`src/logic/srbsc_pkg.sv`:
```
/*
  Constants shared by the reset and strap control block: register map,
  field positions, strap mode codes, state codes and timing counts.
  Assumes a 125 MHz core clock on pclk.
*/
`default_nettype none
package srbsc_pkg;
  // ------------------------------------------------------------
  // Clock and timing
  // ------------------------------------------------------------
  localparam int CLK_HZ = 125_000_000;
  localparam int SMB_SLOW_HZ = 100_000;
  localparam int SMB_FAST_HZ = 400_000;
  localparam int DIV_W = 11;
  // Shortest period rounds down
  localparam logic [DIV_W-1:0] SMB_SLOW_CYC = DIV_W'(CLK_HZ / SMB_SLOW_HZ);
  localparam logic [DIV_W-1:0] SMB_FAST_CYC = DIV_W'(CLK_HZ / SMB_FAST_HZ);
  localparam int RESET_PROC_NS = 1000;
  localparam int CLK_MHZ = CLK_HZ / 1_000_000;
  localparam int PROC_W = 8;
  // Least time rounds up
  localparam logic [PROC_W-1:0] RESET_PROC_CYC =
    PROC_W'((RESET_PROC_NS * CLK_MHZ + 999) / 1000);

  // ------------------------------------------------------------
  // Register map (byte addresses)
  // ------------------------------------------------------------
  localparam int ADDR_W = 12;
  localparam logic [ADDR_W-1:0] OFS_SWITCH_CTRL = 12'h000;
  localparam logic [ADDR_W-1:0] OFS_UP_LINK_STS = 12'h004;
  localparam logic [ADDR_W-1:0] OFS_DN2_LINK_STS = 12'h008;
  localparam logic [ADDR_W-1:0] OFS_DN4_LINK_STS = 12'h00c;
  localparam logic [ADDR_W-1:0] OFS_STRAP_STS = 12'h010;

  // Field positions
  localparam int HALT_BIT = 0;
  localparam int SCLK_BIT = 12;
  localparam int STS_MODE_LSB = 0;
  localparam int STS_EEP_INIT_BIT = 3;
  localparam int STS_RSVD_BIT = 4;
  localparam int STS_SLOW_BIT = 5;
  localparam int STS_HALT_STRAP_BIT = 6;
  localparam int STS_EEP_ADDR_LSB = 8;
  localparam int STS_STATE_LSB = 12;

  // Switch mode strap codes
  localparam logic [2:0] MODE_NORMAL = 3'h0;
  localparam logic [2:0] MODE_EEPROM = 3'h1;
  localparam int DN_PORTS = 2;

  typedef enum logic [1:0] {
    ST_RESET = 2'b00,
    ST_PROC = 2'b01,
    ST_HALT = 2'b10,
    ST_RUN = 2'b11
  } srbsc_state_t;
endpackage
`default_nettype wire

```
`src/logic/srbsc_rate_tick.sv`:
```
/*
  Rate divider giving a one-cycle enable pulse for the master SMBus.
  Assumes slow is held static while enable is high.
*/
`timescale 1ns/1ns
`default_nettype none
module srbsc_rate_tick #(
  parameter int DIV_W = srbsc_pkg::DIV_W,
  parameter logic [DIV_W-1:0] SLOW_CYC = srbsc_pkg::SMB_SLOW_CYC,
  parameter logic [DIV_W-1:0] FAST_CYC = srbsc_pkg::SMB_FAST_CYC
) (
  input wire logic pclk, // Core clock
  input wire logic presetn, // Async reset, active low
  input wire logic enable, // Divider runs while high
  input wire logic slow, // Select slow rate
  output logic tick // One-cycle rate pulse
);
  typedef struct packed {
    logic [DIV_W-1:0] cnt;
    logic tick;
  } srbsc_tick_t;

  srbsc_tick_t s, next_s;
  logic [DIV_W-1:0] reload;

  always_comb begin
    reload = slow ? SLOW_CYC - 1'b1 : FAST_CYC - 1'b1;
    next_s = s;
    next_s.tick = 1'b0;
    if (!enable) begin
      next_s.cnt = reload;
    end else if (s.cnt == '0) begin
      next_s.cnt = reload;
      next_s.tick = 1'b1;
    end else begin
      next_s.cnt = s.cnt - 1'b1;
    end
  end

  always_ff @(posedge pclk or negedge presetn) begin
    if (!presetn) begin
      s <= '0;
    end else begin
      s <= next_s;
    end
  end

  assign tick = s.tick;
endmodule
`default_nettype wire

```
`src/logic/srbsc_top.sv`:
```
/*
  Reset and boot strap control for a three-port packet switch, with an
  APB slave for the control and link status registers.
  Assumes strap pins and fundamental_reset_n are synchronous to pclk.
*/
// The APB interface to the registers and the register offsets were decided locally.
`timescale 1ns/1ns
`default_nettype none
module srbsc_top (
  input wire logic pclk, // Core clock
  input wire logic presetn, // Async reset, active low
  input wire logic psel, // APB select
  input wire logic penable, // APB enable
  input wire logic pwrite, // APB direction
  input wire logic [11:0] paddr, // APB byte address
  input wire logic [31:0] pwdata, // APB write data
  output logic [31:0] prdata, // APB read data
  output logic pready, // APB ready
  output logic pslverr, // APB error
  input wire logic fundamental_reset_n, // Fundamental reset, active low
  input wire logic downstream_common_clock_strap, // Downstream common clock
  input wire logic upstream_common_clock_strap, // Upstream common clock
  input wire logic master_smbus_slow_strap, // Master SMBus slow mode
  input wire logic reset_halt_strap, // Hold after reset
  input wire logic [2:0] switch_op_mode_strap, // Switch mode
  input wire logic [3:0] eeprom_smbus_address_strap, // EEPROM address
  output logic switch_reset_n, // Switch core reset, active low
  output logic pcie_fund_reset_start, // Fundamental reset begun pulse
  output logic smbus_enable, // SMBus interfaces active
  output logic msmb_tick, // Master SMBus rate pulse
  output logic msmb_slow, // Master SMBus in slow mode
  output logic eeprom_init_mode, // EEPROM load selected
  output logic mode_reserved, // Reserved mode code strapped
  output logic [3:0] eeprom_smbus_address, // EEPROM SMBus address
  output logic upstream_slot_clock, // Upstream slot clock config
  output logic [1:0] downstream_slot_clock // Ports 2 and 4 slot clock
);
  // ------------------------------------------------------------
  // State
  // ------------------------------------------------------------
  typedef struct packed {
    srbsc_pkg::srbsc_state_t state;
    logic [srbsc_pkg::PROC_W-1:0] proc_cnt;
    logic fund_prev;
    logic [2:0] mode;
    logic eep_init;
    logic mode_rsvd;
    logic slow;
    logic halt_strap;
    logic [3:0] eep_addr;
    logic us_clk;
    logic [srbsc_pkg::DN_PORTS-1:0] ds_clk;
    logic halt;
    logic fund_start;
    logic switch_reset_n;
    logic smbus_en;
    logic pready;
    logic pslverr;
    logic [31:0] prdata;
  } srbsc_regs_t;

  srbsc_regs_t s, next_s, bus_s;
  logic wr_commit;
  logic known;

  assign wr_commit = psel && penable && s.pready && pwrite && !s.pslverr;

  always_comb begin
    next_s = s;
    next_s.fund_start = 1'b0;
    next_s.pready = 1'b0;
    next_s.pslverr = 1'b0;
    known = 1'b1;

    // ----------------------------------------------------------
    // APB answer: ready in the first access cycle
    // ----------------------------------------------------------
    if (psel && !penable) begin
      next_s.pready = 1'b1;
      next_s.prdata = '0;
      unique case (paddr)
        srbsc_pkg::OFS_SWITCH_CTRL:
          next_s.prdata[srbsc_pkg::HALT_BIT] = s.halt;
        srbsc_pkg::OFS_UP_LINK_STS:
          next_s.prdata[srbsc_pkg::SCLK_BIT] = s.us_clk;
        srbsc_pkg::OFS_DN2_LINK_STS:
          next_s.prdata[srbsc_pkg::SCLK_BIT] = s.ds_clk[0];
        srbsc_pkg::OFS_DN4_LINK_STS:
          next_s.prdata[srbsc_pkg::SCLK_BIT] = s.ds_clk[1];
        srbsc_pkg::OFS_STRAP_STS: begin
          next_s.prdata[srbsc_pkg::STS_MODE_LSB +: 3] = s.mode;
          next_s.prdata[srbsc_pkg::STS_EEP_INIT_BIT] = s.eep_init;
          next_s.prdata[srbsc_pkg::STS_RSVD_BIT] = s.mode_rsvd;
          next_s.prdata[srbsc_pkg::STS_SLOW_BIT] = s.slow;
          next_s.prdata[srbsc_pkg::STS_HALT_STRAP_BIT] = s.halt_strap;
          next_s.prdata[srbsc_pkg::STS_EEP_ADDR_LSB +: 4] = s.eep_addr;
          next_s.prdata[srbsc_pkg::STS_STATE_LSB +: 2] = s.state;
        end
        default:
          known = 1'b0;
      endcase
      next_s.pslverr = !known;
    end

    // Register writes; the strap status register ignores writes
    if (wr_commit) begin
      unique case (paddr)
        srbsc_pkg::OFS_SWITCH_CTRL: begin
          // Software may only clear the halt bit
          if (!pwdata[srbsc_pkg::HALT_BIT]) begin
            next_s.halt = 1'b0;
          end
        end
        srbsc_pkg::OFS_UP_LINK_STS:
          next_s.us_clk = pwdata[srbsc_pkg::SCLK_BIT];
        srbsc_pkg::OFS_DN2_LINK_STS:
          next_s.ds_clk[0] = pwdata[srbsc_pkg::SCLK_BIT];
        srbsc_pkg::OFS_DN4_LINK_STS:
          next_s.ds_clk[1] = pwdata[srbsc_pkg::SCLK_BIT];
        default: begin
        end
      endcase
    end

    // ----------------------------------------------------------
    // Reset sequencing
    // ----------------------------------------------------------
    next_s.fund_prev = fundamental_reset_n;
    unique case (s.state)
      srbsc_pkg::ST_RESET: begin
        if (fundamental_reset_n) begin
          // Straps caught once, at release
          next_s.state = srbsc_pkg::ST_PROC;
          next_s.proc_cnt = srbsc_pkg::RESET_PROC_CYC;
          next_s.mode = switch_op_mode_strap;
          next_s.eep_init =
            (switch_op_mode_strap == srbsc_pkg::MODE_EEPROM);
          next_s.mode_rsvd =
            (switch_op_mode_strap > srbsc_pkg::MODE_EEPROM);
          next_s.eep_addr = (switch_op_mode_strap == srbsc_pkg::MODE_EEPROM)
            ? eeprom_smbus_address_strap : 4'h0;
          next_s.slow = master_smbus_slow_strap;
          next_s.halt_strap = reset_halt_strap;
          next_s.us_clk = upstream_common_clock_strap;
          next_s.ds_clk =
            {srbsc_pkg::DN_PORTS{downstream_common_clock_strap}};
        end
      end
      srbsc_pkg::ST_PROC: begin
        if (s.proc_cnt == '0) begin
          next_s.smbus_en = 1'b1;
          if (s.halt_strap) begin
            // Hardware set wins over a write in the same cycle
            next_s.state = srbsc_pkg::ST_HALT;
            next_s.halt = 1'b1;
          end else begin
            next_s.state = srbsc_pkg::ST_RUN;
            next_s.switch_reset_n = 1'b1;
          end
        end else begin
          next_s.proc_cnt = s.proc_cnt - 1'b1;
        end
      end
      srbsc_pkg::ST_HALT: begin
        if (!s.halt) begin
          next_s.state = srbsc_pkg::ST_RUN;
          next_s.switch_reset_n = 1'b1;
        end
      end
      srbsc_pkg::ST_RUN: begin
      end
    endcase

    // Fundamental reset clears all but the bus answer and the start pulse
    if (!fundamental_reset_n) begin
      bus_s = next_s;
      next_s = '0;
      next_s.state = srbsc_pkg::ST_RESET;
      next_s.pready = bus_s.pready;
      next_s.pslverr = bus_s.pslverr;
      next_s.prdata = bus_s.prdata;
      next_s.fund_start = s.fund_prev;
    end else begin
      bus_s = next_s;
    end
  end

  always_ff @(posedge pclk or negedge presetn) begin
    if (!presetn) begin
      s <= '0;
    end else begin
      s <= next_s;
    end
  end

  // ------------------------------------------------------------
  // Master SMBus rate, fixed by the strap alone
  // ------------------------------------------------------------
  srbsc_rate_tick u_rate (
    .pclk(pclk),
    .presetn(presetn),
    .enable(s.smbus_en),
    .slow(s.slow),
    .tick(msmb_tick)
  );

  assign prdata = s.prdata;
  assign pready = s.pready;
  assign pslverr = s.pslverr;
  assign switch_reset_n = s.switch_reset_n;
  assign pcie_fund_reset_start = s.fund_start;
  assign smbus_enable = s.smbus_en;
  assign msmb_slow = s.slow;
  assign eeprom_init_mode = s.eep_init;
  assign mode_reserved = s.mode_rsvd;
  assign eeprom_smbus_address = s.eep_addr;
  assign upstream_slot_clock = s.us_clk;
  assign downstream_slot_clock = s.ds_clk;

  // Helper: cycles since last rate pulse
  logic [srbsc_pkg::DIV_W-1:0] gap;
  logic gap_v;
  always_ff @(posedge pclk or negedge presetn) begin
    if (!presetn) begin
      gap <= '0;
      gap_v <= 1'b0;
    end else if (!s.smbus_en) begin
      gap <= '0;
      gap_v <= 1'b0;
    end else if (msmb_tick) begin
      gap <= '0;
      gap_v <= 1'b1;
    end else begin
      gap <= gap + 1'b1;
    end
  end
endmodule
`default_nettype wire

```
`config.mk`:
```
export PLATFORM = sky130hd
export DESIGN_NAME = srbsc_top
export DESIGN_NICKNAME = d
export VERILOG_FILES = /design/src/logic/srbsc_pkg.sv /design/src/logic/srbsc_rate_tick.sv /design/src/logic/srbsc_top.sv
export SDC_FILE = /design/constraint.sdc
export NUM_CORES = 1
export LEC_CHECK = 0
export ABC_CLOCK_PERIOD_IN_PS = 4100
export BUFFER_PORTS_ARGS = -buffer_cell sky130_fd_sc_hd__buf_2
export CAP_MARGIN = 20
export CORE_MARGIN = 2
export CORE_UTILIZATION = 50
export DETAILED_ROUTE_END_ITERATION = 12
export PLACE_DENSITY = 0.81
export RECOVER_POWER = 50
export SYNTH_ARGS = -nofsm -noshare
export SYNTH_HDL_FRONTEND = slang
export SYNTH_SLANG_ARGS = --single-unit
```
`constraint.sdc`:
```
create_clock -name pclk -period 4.1 [get_ports pclk]
set_clock_uncertainty 0.05 [all_clocks]
set_input_delay 0.615 -clock pclk [delete_from_list [all_inputs] [get_ports pclk]]
set_output_delay 0.615 -clock pclk [all_outputs]
set_load 0.02 [all_outputs]
```
==> results.py <==
metrics = {
    "timing": {
        "fmax_mhz": 436,
        "tns_ns": 0,
        "setup_viol": 0,
        "tightest_slew_ns": 1.11,
        "whs_ns": 0.363,
        "slew-limit-headroom_pct": 26.2,
        "fin_crit_sh_pct": 55.9,
        "period_minus_slack_ns": 2.29,
        "slew_viol_final": 0,
        "rsz0062_at_grt": "no",
        "hold_viol_final": 0,
        "worst_slack_ns": 1.81,
    },
    "global_route": {
        "grt_usage_pct": 17.4,
        "gr-total-overflow": 0,
        "grt_max_degree": 57,
        "antenna_found_initial": 0,
        "grt_pass1_wl_um": 8910,
        "grt_pass1_vias": 1911,
    },
    "synth": {
        "syn_area_per_cell_um2": 10.5,
        "yosys_warnings": 0,
        "ys_types": 48,
        "ys_seq_area_share_pct": 47.3,
        "synth_area_um2": 2970,
        "synthFlopType": "dfrtp_1",
        "synthArstFlopShare_pct": 100,
        "synthCells": 282,
        "synth-edff-count": 0,
        "synth-seq-cells": 56,
    },
    "layout": {
        "drive_gt1_share_pct": 24.5,
        "layout.nets": 385,
        "layoutNonFillerInstCount": 394,
        "antenna_cells": 0,
        "synthToLayoutAreaGrowth_pct": 6.88,
        "finalInstanceArea_um2": 3170,
    },
    "worst_setup_path": {
        "crit_slowest_cell": "or4b_2",
        "critPathKind": "register to register",
        "max_stage_delay_ns": 0.76,
        "cp-end-kind": "register",
        "cp-start-kind": "register",
        "worstPathRequired_ns": 4.30,
        "worstPathMaxFanout": 15,
        "worstPathArrival_ns": 2.49,
        "crit_chain": "inv_1 -> ha_1 -> or4b_2 -> a21boi_0 -> mux2_2",
    },
    "pwr": {
        "power.internal_uw": 1030,
        "worst_ir_drop_vdd_mv": 0.231,
        "p_sw_share_pct": 37.5,
        "combPwrFrac_pct": 36.4,
        "leakagePower_uw": 0.00156,
        "p_sw_uw": 618,
        "power_frac_clock_pct": 18.1,
        "p_seq_share_pct": 45.5,
        "power.density_nw_per_um2": 519,
    },
    "floorplan": {
        "die_area_um2": 6560,
        "row_count": 28,
        "ios": 109,
        "die_h_um": 81.0,
        "die_w_um": 81.0,
        "core_area_um2": 5820,
        "start_util_pct": 51.0,
    },
    "clocking": {
        "path_clk_slew_ns": 0.10,
        "cts_max_level": 2,
        "cts_tree": "yes",
        "numCtsBuffers": 5,
        "ctsHoldBuffers": 0,
        "cts_setup_buffers": 0,
        "clock_sinks": 56,
        "clock_latency_ns": 0.31,
        "cts_resized": 0,
        "cts_buffer_depth": 2,
        "root_buffer": "clkbuf_8",
    },
    "routing": {
        "drc_errors": 0,
        "wl_per_cell_um": 13.9,
        "dr.pass1.iters": 4,
        "ant_nets": 0,
        "vias_per_cell": 5.35,
        "drt_iter0_drc": 123,
        "drt-total-wl_um": 5460,
        "routed-via-count": 2106,
    },
    "placement": {
        "dp.cells": 386,
        "place_ws_ns": 1.52,
        "io_buffers": 59,
        "dp_hpwl_um": 4000,
        "dpl_cell_area_um2": 3100,
        "gp_congestion": 0.792,
    },
    "worst_hold_path": {
        "hp-class": "input pin to async pin",
    },
    "flow_run": {
        "drv_cap": 0,
    },
    "run_status": {
        "status": "finished, final reports clean",
    },
}
==> critical path: cells and delay by family, from the launching register on <==
kind / cells / cell delay [ns]
compound gates: 1 / 0.26
simple gates: 1 / 0.76
flops: 1 / 0.44
mux: 1 / 0.20
buf+inv: 1 / 0.09
fa+ha+maj: 1 / 0.44
==> cell families after synthesis <==
family / after synthesis / synth area share, %
and+or+nand+nor: 77 / 15.1
buffers and inverters: 62 / 12.9
AOI/OAI and AO/OA: 58 / 14.9
DFF: 56 / 47.3
muxes: 12 / 4.18
xor gates and xnor gates: 10 / 2.95
adders and majority gates: 6 / 2.53
other: 1 / 0.126
==> layout make-up <==
type / instances / area [um2]
clock buffers: 6 / 72.6
clock inverters: 2 / 16.3
fillers: 530 / 2650
inverters: 13 / 48.8
multi-input cells: 182 / 1250
flip-flops and latches: 56 / 1400
well taps: 75 / 93.8
repair buffers: 60 / 288
==> Yosys cell counts, types with 3 or more instances <==
library cell	number	area [um2]
dfrtp_1	56	1400
buf_4	38	285
nand2_1	16	60.1
inv_1	13	48.8
a21oi_1	12	60.1
nor2_1	11	41.3
a22o_2	10	100
nor2b_1	10	62.6
clkbuf_1	9	33.8
mux2i_1	9	90.1
o21ai_0	7	35.0
ha_1	6	75.1
a22o_1	5	43.8
nor3_1	5	25.0
xnor2_1	5	43.8
xor2_1	5	43.8
nand3b_1	4	30.0
nor3b_1	4	30.0
o221a_2	4	45.0
or3_1	4	25.0
a31oi_1	3	18.8
a41oi_1	3	26.3
mux2_2	3	33.8
nand2b_1	3	18.8
nand3_1	3	15.0
nor4_1	3	18.8
==> final timing paths <==
path                                             to         from  slack (ns)  cells after the start
min in group pclk                       u_rate.s[1]  u_rate.s[1]        0.41                      1
min reg2reg                             u_rate.s[1]  u_rate.s[1]        0.41                      1
max                        downstream_slot_clock[0]        s[61]        1.81                      5
max in group asynchronous                 prdata[1]      presetn        3.17                      2
max reg2reg                downstream_slot_clock[0]        s[61]        1.81                      5
min                                     u_rate.s[4]      presetn        0.36                      2
==> flip-flops by register name (all words and copies together) (netlist names) <==
| signal | count |
|---|---|
| msmb_slow | 1 |
| pready | 1 |
| switch_reset_n | 1 |
| eeprom_init_mode | 1 |
| upstream_slot_clock | 1 |
| pcie_fund_reset_start | 1 |
| u_rate.tick | 1 |
| prdata | 13 |
| smbus_enable | 1 |
| s | 16 |
| eeprom_smbus_address | 4 |
| u_rate.s | 11 |
| downstream_slot_clock | 2 |
| mode_reserved | 1 |
| pslverr | 1 |
==> per-layer routing <==
layer | GRT usage [%] | wire length (um)
met5 | 0 | 0
met4 | 6.44 | 112
met3 | 3.33 | 261
met2 | 27.4 | 2620
met1 | 23.9 | 2470
==> power groups by stage <==
| stage | logic (uW) | registers [uW] | clock network, uW |
|---|---|---|---|
| detailed placement | 603 | 758 | 0 |
| finish | 600 | 749 | 297 |
| global placement | 584 | 754 | 0 |
| CTS | 605 | 749 | 306 |
| floorplan | 474 | 754 | 0 |
| global route | 670 | 768 | 330 |
==> through the flow <==
stage / power, uW / utilization, %
6_report: 1650 / 54.5
5_1_grt: 1770 / 54.5
4_1_cts: 1660 / 54.8
3_5_place_dp: 1360 / 53.2
3_3_place_gp: 1340 / 53.2
2_1_floorplan: 1230 / -
==> cell usage in the layout, fill, tap and decap left out, types with 7 or more instances in the layout <==
cell type and count:
dfrtp_1 56, a21oi_1 12, nor2b_1 10, conb_1 19, a22o_2 10, buf_2 47, nand2_1 16, mux2i_1 9
inv_1 13, nor2_1 11, clkbuf_1 13, o21ai_0 7
Note: power is estimated with default switching activity, not from simulation.
